`src/rtl/dco_pkg.sv`:
```
/*
 * Constants, register map and state layout of the divided clock output unit.
 * Assumes one 20 MHz system clock and a 16-bit register port.
 */
package dco_pkg;

  // ************************************************************
  // Register map (word index on the register port)
  // ************************************************************
  localparam logic [3:0] DCO_ADDR_CTRL = 4'h0;
  localparam logic [3:0] DCO_ADDR_FLAGS = 4'h1;
  localparam logic [3:0] DCO_ADDR_IRQEN = 4'h2;

  // ************************************************************
  // Field positions
  // ************************************************************
  localparam int DCO_EN_BIT = 0;
  localparam int DCO_SRC_LSB = 2;
  localparam int DCO_DIV_LSB = 4;
  localparam int DCO_IOSC_STABLE_BIT = 0;
  localparam int DCO_OSC1_STABLE_BIT = 1;

  // ************************************************************
  // Reset values
  // ************************************************************
  localparam logic DCO_EN_RST = 1'b0;
  localparam logic [1:0] DCO_SRC_RST = 2'h0;
  localparam logic [2:0] DCO_DIV_RST = 3'h0;
  localparam logic [1:0] DCO_FLAGS_RST = 2'h0;
  localparam logic [1:0] DCO_IRQEN_RST = 2'h0;

  // ************************************************************
  // Timing
  // ************************************************************
  localparam int DCO_CLK_MHZ = 20;
  localparam int DCO_CLK_PERIOD_NS = 1000 / DCO_CLK_MHZ;

  // ************************************************************
  // Source codes
  // ************************************************************
  typedef enum logic [1:0] {
    DCO_SRC_IOSC = 2'b00,
    DCO_SRC_OSC1 = 2'b01,
    DCO_SRC_NONE = 2'b10,
    DCO_SRC_SYS = 2'b11
  } dco_src_t;

  typedef struct packed {
    logic [2:0] clkout_divider;
    dco_src_t clkout_source_select;
    logic clkout_enable;
  } dco_ctrl_t;

  typedef struct packed {
    dco_ctrl_t ctrl;
    logic [1:0] flags;
    logic [1:0] irq_en;
    logic [14:0] cnt;
    logic iosc_prev;
    logic osc1_prev;
    logic clk_out;
    logic irq;
    logic [15:0] rdata;
  } dco_state_t;

endpackage

```
`src/rtl/dco_clkout.sv`:
```
/*
 * Divided clock output unit: source select, power-of-two divider,
 * gated external output, stabilisation flags and their interrupt.
 * Assumes oscillator clocks and events arrive synchronous to clk_sys.
 */
// The implementer's own choices: strobed register access and the address map.
`timescale 1ns/1ps

// Contract
// - Output drives divided clock only while enabled
// - Select code picks internal, crystal or system
// - Internal oscillator divides by two to the n
// - Crystal codes four up give large ratios
// - System source output stops during sleep, halt
// - Enable gating unsynchronised; shortened pulse possible
// - Enable bits pass stabilisation events to irq
// - Stable flags set on event, clear by one
module dco_clkout
  import dco_pkg::*;
(
  input wire logic clk_sys,
  input wire logic rstn,
  input wire logic clk_en,
  input wire logic [3:0] reg_addr,
  input wire logic [15:0] reg_wdata,
  input wire logic reg_wr,
  input wire logic reg_rd,
  output logic [15:0] reg_rdata,
  input wire logic internal_osc_clock,
  input wire logic crystal_osc_clock,
  input wire logic standby,
  input wire logic internal_osc_stable_evt,
  input wire logic crystal_stable_evt,
  output logic divided_clock_out,
  output logic irq
);

  // ************************************************************
  // Reset release
  // ************************************************************
  // Assert at once, release after two edges to keep recovery time clean
  logic rst_meta_q;
  logic rst_sync_q;

  always_ff @(posedge clk_sys or negedge rstn)
  begin
    if (!rstn)
    begin
      rst_meta_q <= 1'b0;
      rst_sync_q <= 1'b0;
    end
    else
    begin
      rst_meta_q <= 1'b1;
      rst_sync_q <= rst_meta_q;
    end
  end

  // ************************************************************
  // State
  // ************************************************************
  dco_state_t s_q;
  dco_state_t s_d;

  localparam dco_state_t DCO_STATE_RST = '{
    ctrl: '{
      clkout_divider: DCO_DIV_RST,
      clkout_source_select: dco_src_t'(DCO_SRC_RST),
      clkout_enable: DCO_EN_RST
    },
    flags: DCO_FLAGS_RST,
    irq_en: DCO_IRQEN_RST,
    cnt: 15'h0000,
    iosc_prev: 1'b0,
    osc1_prev: 1'b0,
    clk_out: 1'b0,
    irq: 1'b0,
    rdata: 16'h0000
  };

  // ************************************************************
  // Helper functions
  // ************************************************************
  // Exponent k of the ratio 2^k; reserved source codes take the divider code as k
  function automatic logic [3:0] div_shift(input dco_src_t src, input logic [2:0] div);
    logic [3:0] sh;
    sh = {1'b0, div};
    case (src)
      DCO_SRC_IOSC:
      begin
        sh = {1'b0, div};
      end
      DCO_SRC_OSC1:
      begin
        case (div)
          3'h4: sh = 4'h8;
          3'h5: sh = 4'ha;
          3'h6: sh = 4'hc;
          3'h7: sh = 4'hf;
          default: sh = {1'b0, div};
        endcase
      end
      DCO_SRC_SYS:
      begin
        sh = 4'h0;
      end
      default:
      begin
        sh = {1'b0, div};
      end
    endcase
    return sh;
  endfunction

  // Source edges per output half period, less one
  function automatic logic [14:0] half_m1_of(input logic [3:0] sh);
    logic [15:0] edges;
    logic [14:0] res;
    edges = 16'h0001;
    res = 15'h0000;
    if (sh != 4'h0)
    begin
      edges = 16'h0001 << (sh - 4'h1);
      res = 15'(edges - 16'h0001);
    end
    return res;
  endfunction

  // Control word decode; bit 1 and bits 7 up are reserved
  function automatic dco_ctrl_t ctrl_decode(input logic [15:0] w);
    dco_ctrl_t c;
    c.clkout_enable = w[DCO_EN_BIT];
    c.clkout_source_select = dco_src_t'(w[DCO_SRC_LSB +: 2]);
    c.clkout_divider = w[DCO_DIV_LSB +: 3];
    return c;
  endfunction

  // Sticky event bit: a set in the clearing cycle wins
  function automatic logic sticky_next(input logic cur, input logic set, input logic clr);
    logic nxt;
    nxt = set | (cur & ~clr);
    return nxt;
  endfunction

  // Rising edge of a sampled oscillator level
  function automatic logic rise_of(input logic now, input logic prev);
    logic r;
    r = now & ~prev;
    return r;
  endfunction

  // Level request: any unmasked pending flag
  function automatic logic irq_of(input logic [1:0] flags, input logic [1:0] en);
    logic any;
    any = |(flags & en);
    return any;
  endfunction

  // Read word; unmapped addresses and reserved bits read zero
  function automatic logic [15:0] read_word(input logic [3:0] addr, input dco_state_t st);
    logic [15:0] w;
    w = 16'h0000;
    case (addr)
      DCO_ADDR_CTRL:
      begin
        w = {9'h000, st.ctrl.clkout_divider, st.ctrl.clkout_source_select, 1'b0,
             st.ctrl.clkout_enable};
      end
      DCO_ADDR_FLAGS:
      begin
        w = {14'h0000, st.flags};
      end
      DCO_ADDR_IRQEN:
      begin
        w = {14'h0000, st.irq_en};
      end
      default:
      begin
        w = 16'h0000;
      end
    endcase
    return w;
  endfunction

  // ************************************************************
  // Next state
  // ************************************************************
  always_comb
  begin
    dco_ctrl_t new_ctrl;
    logic [3:0] sh;
    logic [14:0] half_m1;
    logic src_level;
    logic src_edge;
    logic [1:0] clr;
    logic ctrl_wr;
    logic ctrl_changed;

    new_ctrl = s_q.ctrl;
    sh = 4'h0;
    half_m1 = 15'h0000;
    src_level = 1'b0;
    src_edge = 1'b0;
    clr = 2'h0;
    ctrl_wr = 1'b0;
    ctrl_changed = 1'b0;

    s_d = s_q;
    s_d.rdata = 16'h0000;
    s_d.iosc_prev = internal_osc_clock;
    s_d.osc1_prev = crystal_osc_clock;

    // ************************************************************
    // Register writes
    // ************************************************************
    ctrl_wr = reg_wr && reg_addr == DCO_ADDR_CTRL;
    if (ctrl_wr)
    begin
      new_ctrl = ctrl_decode(reg_wdata);
    end
    // Rewriting the same value keeps the phase running
    ctrl_changed = new_ctrl != s_q.ctrl;
    s_d.ctrl = new_ctrl;

    if (reg_wr && reg_addr == DCO_ADDR_IRQEN)
    begin
      s_d.irq_en = reg_wdata[1:0];
    end

    if (reg_wr && reg_addr == DCO_ADDR_FLAGS)
    begin
      clr = reg_wdata[1:0];
    end

    // ************************************************************
    // Stabilisation flags and interrupt
    // ************************************************************
    // Writing zero leaves a flag alone
    s_d.flags[DCO_IOSC_STABLE_BIT] = sticky_next(s_q.flags[DCO_IOSC_STABLE_BIT],
      internal_osc_stable_evt, clr[DCO_IOSC_STABLE_BIT]);
    s_d.flags[DCO_OSC1_STABLE_BIT] = sticky_next(s_q.flags[DCO_OSC1_STABLE_BIT],
      crystal_stable_evt, clr[DCO_OSC1_STABLE_BIT]);
    // Built from the next flags so the request rises with its flag
    s_d.irq = irq_of(s_d.flags, s_d.irq_en);

    // ************************************************************
    // Register reads
    // ************************************************************
    // Data stand one cycle only, zero otherwise
    if (reg_rd)
    begin
      s_d.rdata = read_word(reg_addr, s_q);
    end
    else
    begin
      s_d.rdata = 16'h0000;
    end

    // ************************************************************
    // Source selection and edge detection
    // ************************************************************
    case (s_q.ctrl.clkout_source_select)
      DCO_SRC_IOSC:
      begin
        src_level = internal_osc_clock;
        src_edge = rise_of(internal_osc_clock, s_q.iosc_prev);
      end
      DCO_SRC_OSC1:
      begin
        src_level = crystal_osc_clock;
        src_edge = rise_of(crystal_osc_clock, s_q.osc1_prev);
      end
      DCO_SRC_SYS:
      begin
        // A flop cannot repeat its own clock, so undivided means half rate
        src_level = ~s_q.clk_out;
        src_edge = ~standby;
      end
      default:
      begin
        src_level = 1'b0;
        src_edge = 1'b0;
      end
    endcase
    sh = div_shift(s_q.ctrl.clkout_source_select, s_q.ctrl.clkout_divider);
    half_m1 = half_m1_of(sh);

    // ************************************************************
    // Divider and output gating
    // ************************************************************
    // Gating takes effect at once, phase not waited for
    if (!s_q.ctrl.clkout_enable || ctrl_changed)
    begin
      s_d.cnt = 15'h0000;
      s_d.clk_out = 1'b0;
    end
    else if (s_q.ctrl.clkout_source_select == DCO_SRC_SYS && standby)
    begin
      s_d.clk_out = s_q.clk_out;
    end
    else if (sh == 4'h0)
    begin
      // Undivided source follows its own level one cycle late
      s_d.clk_out = src_level;
    end
    else if (src_edge)
    begin
      // Counter only advances on source rising edges
      if (s_q.cnt == half_m1)
      begin
        s_d.cnt = 15'h0000;
        s_d.clk_out = ~s_q.clk_out;
      end
      else
      begin
        s_d.cnt = s_q.cnt + 15'h0001;
      end
    end
  end

  // ************************************************************
  // State register
  // ************************************************************
  // Low clock enable freezes every field, outputs included
  always_ff @(posedge clk_sys or negedge rst_sync_q)
  begin
    if (!rst_sync_q)
    begin
      s_q <= DCO_STATE_RST;
    end
    else if (clk_en)
    begin
      s_q <= s_d;
    end
  end

  // ************************************************************
  // Outputs
  // ************************************************************
  assign reg_rdata = s_q.rdata;
  assign divided_clock_out = s_q.clk_out;
  assign irq = s_q.irq;

endmodule // dco_clkout

```
`config.mk`:
```
export PLATFORM = sky130hd
export DESIGN_NAME = dco_clkout
export DESIGN_NICKNAME = d
export VERILOG_FILES = /design/src/rtl/dco_pkg.sv /design/src/rtl/dco_clkout.sv
export SDC_FILE = /design/constraint.sdc
export NUM_CORES = 1
export LEC_CHECK = 0
export ABC_AREA = 1
export BUFFER_PORTS_ARGS = -buffer_cell sky130_fd_sc_hd__clkbuf_2
export CORE_MARGIN = 4
export CORE_UTILIZATION = 45
export DETAILED_ROUTE_END_ITERATION = 7
export HOLD_SLACK_MARGIN = 0.15
export PLACE_DENSITY = 0.75
export RECOVER_POWER = 25
export SLEW_MARGIN = 15
export SYNTH_ARGS = -nofsm -noshare
export SYNTH_HDL_FRONTEND = slang
export SYNTH_SLANG_ARGS = --single-unit
```
`constraint.sdc`:
```
create_clock -name clk_sys -period 2.3 [get_ports clk_sys]
set_input_delay 0.23 -clock clk_sys [delete_from_list [all_inputs] [get_ports clk_sys]]
set_output_delay 0.23 -clock clk_sys [all_outputs]
set_load 0.01 [all_outputs]
```
==> results.tsv <==
metric	value	unit
CP Class	flop to flop	
Max clock buf depth	2	
number of synthesized flops with an enable pin	0	
antenna violations before repair	0	
Max Cap Viol	0	
final hold slack	0.1849	ns
die area	0.007833	mm2
share of the synthesized area in the top cell type	32.60	%
Final Skew	0.008748	ns
Overflow after GRT	0	
row cnt	29	
via count	2966	
crit start category	flop	
highest clock rate	394.6	MHz
CTS Buf Count	5	
leakage power	1.843	nW
area of placed instances	0.003411	mm2
Ports	48	
first-pass GRT wire length	12420	um
largest net degree at the start of global routing	37	
vias in the first global route	2754	
CTS tree	built	
register area share after synthesis	32.60	%
PnR worst setup slack	-0.2343	ns
hpwl dp	5596	um
Skew-Pair Late Insertion Delay	0.29	ns
Initial Util	46.20	%
die height	88.51	um
CTS Sinks	38	
synth top area cells	dfrtp_1 33%, nand2_1 14%, inv_1 7.1%	
Placer Congestion	0.9948	
DRT iter0 DRCs	257	
actual slew at the worst max-slew pin	0.9176	ns
status	complete, but fails checks	
max-slew violations	0	
met2 Usage GRT	32.63	%
Port Buffers	29	
post-route ant nets	0	
n_diodes	0	
met3 GRT Util	2.886	%
dominant synthesized flop cell	dfrtp_1	
number of synthesized register bits	38	
syn_area_per_cell	6.961	um2
root buf cell	clkbuf_8	
Final Net Count	529	
gr busiest metal	met2	
commonest cells in the netlist	110 x nand2_1, 55 x inv_1, 38 x dfrtp_1	
Die W	88.51	um
crit path DAT	2.71	ns
drt first pass iters	5	
Slew headroom	38.83	%
vias per cell	5.158	
Peak VDD IR	0.3540	mV
H-tree depth	2	
post-synth cell types	41	
synth warn	0	
Reg clk slew, reported paths	0.08	ns
area leader, netlist	dfrtp_1	
reg2reg setup slack	-0.23	ns
M1 GR Usage	26.89	%
layout cells sized above 1	28.31	%
core area	0.006314	mm2
fin crit period	2.534	ns
Setup crit end kind	flop	
total track usage	20.05	%
worst min path class	input pin to flop	
DR DRC count	0	
Final Setup Violations	16	
WL final	7342	um
failing checks	setup timing	
most numerous cell in the Yosys netlist	nand2_1	
post-synthesis cell area	0.002917	mm2
CP Data Required Time	2.47	ns
fin util	57.69	%
asr flop ratio synth	100.0	%
RSZ-0062 raised after global routing	true	
Layout Area Growth over Synthesis	24.88	%
Avg WL per Cell	12.77	um
final hold vios	0	
Final Cell Area	0.003642	mm2
crit-path max FO	8	
Power Density	602.5	mW/mm2
Syn Inst Count	419	
period utilization	110.2	%
==> cells in the final DEF (no fill, tap or decap), types with 2 or more instances in the layout <==
cell type / netlist / layout
nor2_4: 3 / 4
buf_4: 18 / 55
nand3_1: 34 / 33
clkbuf_8: 0 / 6
a21oi_1: 5 / 5
xor2_1: 10 / 10
dfrtp_1: 38 / 34
o21a_1: 2 / 2
nand2_4: 3 / 6
nor2_2: 2 / 5
buf_6: 3 / 2
nor3_1: 11 / 10
nand2_2: 3 / 4
clkbuf_2: 0 / 29
inv_1: 55 / 53
clkbuf_1: 3 / 3
o21ai_2: 2 / 2
o22ai_1: 6 / 6
a31oi_1: 2 / 2
conb_1: 2 / 10
inv_2: 6 / 7
nand2_1: 110 / 106
nand3_2: 7 / 6
nor2_1: 33 / 29
o31ai_1: 5 / 5
dfrtp_2: 0 / 4
nand4_1: 9 / 9
o21ai_0: 25 / 23
nand3_4: 1 / 3
o21ai_1: 4 / 6
nand3b_1: 3 / 3
==> power breakdown <==
group          internal (mW)  leakage, nW  total, mW  switching (mW)
combinational          0.411         1.30      0.954           0.543
sequential             0.711        0.497      0.756          0.0444
clock                  0.245       0.0455      0.485           0.240
total                   1.37         1.84       2.19           0.827
==> kinds of logic (layout without fill, tap and decap cells) <==
logic type      Yosys count  in the layout  share of synthesized area (%)
compound gates           57             57                          11.88
fa+ha+maj                 2              2                         0.8579
simple gates            222            222                          36.85
xor+xnor                 10             10                          3.003
flops                    38             38                          32.60
buf+inv                  88            159                          14.54
other cells               2             10                         0.2575
==> path summary, 6_finish.rpt <==
| kind | startpoint | end | cells after the start |
|---|---|---|---|
| worst max-delay path | s_q[40]$_DFFE_PN0P_ | s_q[22]$_DFFE_PN0P_ | 18 |
| worst min-delay path | crystal_osc_clock | s_q[18]$_DFFE_PN0P_ | 3 |
| worst max register to register | s_q[40]$_DFFE_PN0P_ | s_q[22]$_DFFE_PN0P_ | 18 |
| worst min register to register | rst_meta_q$_DFF_PN0_ | rst_sync_q$_DFF_PN0_ | 0 |
| max in group asynchronous | rst_sync_q$_DFF_PN0_ | s_q[41]$_DFFE_PN0P_ | 1 |
| min in group asynchronous | rstn | rst_meta_q$_DFF_PN0_ | 2 |
==> cell type report <==
cell class / count / area [um2]
Multi-Input combinational cell: 301 / 1659
Timing Repair Buffer: 88 / 594.3
Fill cell: 587 / 2671
Clock buffer: 8 / 90.09
Tap cell: 77 / 96.34
Sequential cell: 38 / 955.9
Inverter: 63 / 246.5
==> critical path: stages, from the launching register on <==
cell	delay, ns
dfrtp_2	0.49
inv_8	0.09
nor2_4	0.04
buf_6	0.12
nand2_4	0.06
nand2_4	0.06
nor2_4	0.12
nand2_2	0.09
ha_4	0.19
nor3_4	0.13
nand2_1	0.11
o21ai_1	0.09
nand2_1	0.06
nand2_1	0.07
nand3_1	0.09
nor2_2	0.13
nand3_4	0.11
a21oi_4	0.26
nor2_1	0.08
==> per-stage QoR <==
stage	cells	setup TNS, ns	worst slack (ns)	power, mW
after floorplan	427	-0.2459	-0.03417	1.318
after global placement	557	-3.456	-0.2521	1.551
after detailed placement	557	-4.701	-0.3447	1.567
after CTS	573	-2.901	-0.2160	2.111
after global routing	575	-6.308	-0.4224	2.335
final	575	-3.280	-0.2343	2.195
==> layer usage <==
| layer | up-vias | part of all wire [%] |
|---|---|---|
| met4 | 0 | 1.9 |
| li1 | 1486 | - |
| met1 | 1373 | 46 |
| met3 | 10 | 4.8 |
| met2 | 97 | 47 |
| met5 | - | 0 |
==> what timing repair did <==
action                                  in CTS  in global routing
cloned                                       0                  0
endpoints found under the hold margin        2                  0
setup buffers                                7                  2
resized for setup                           10                 11
hold buffers                                 1                  0
pin swaps                                   15                  5
endpoints found under the setup margin      16                 16
==> state kept, by name, indices dropped and copies added (netlist names) <==
| signal | count |
|---|---|
| rst_sync_q | 1 |
| rst_meta_q | 1 |
| s_q | 27 |
| irq | 1 |
| divided_clock_out | 1 |
| reg_rdata | 7 |
(Power assumes the default switching activity.)
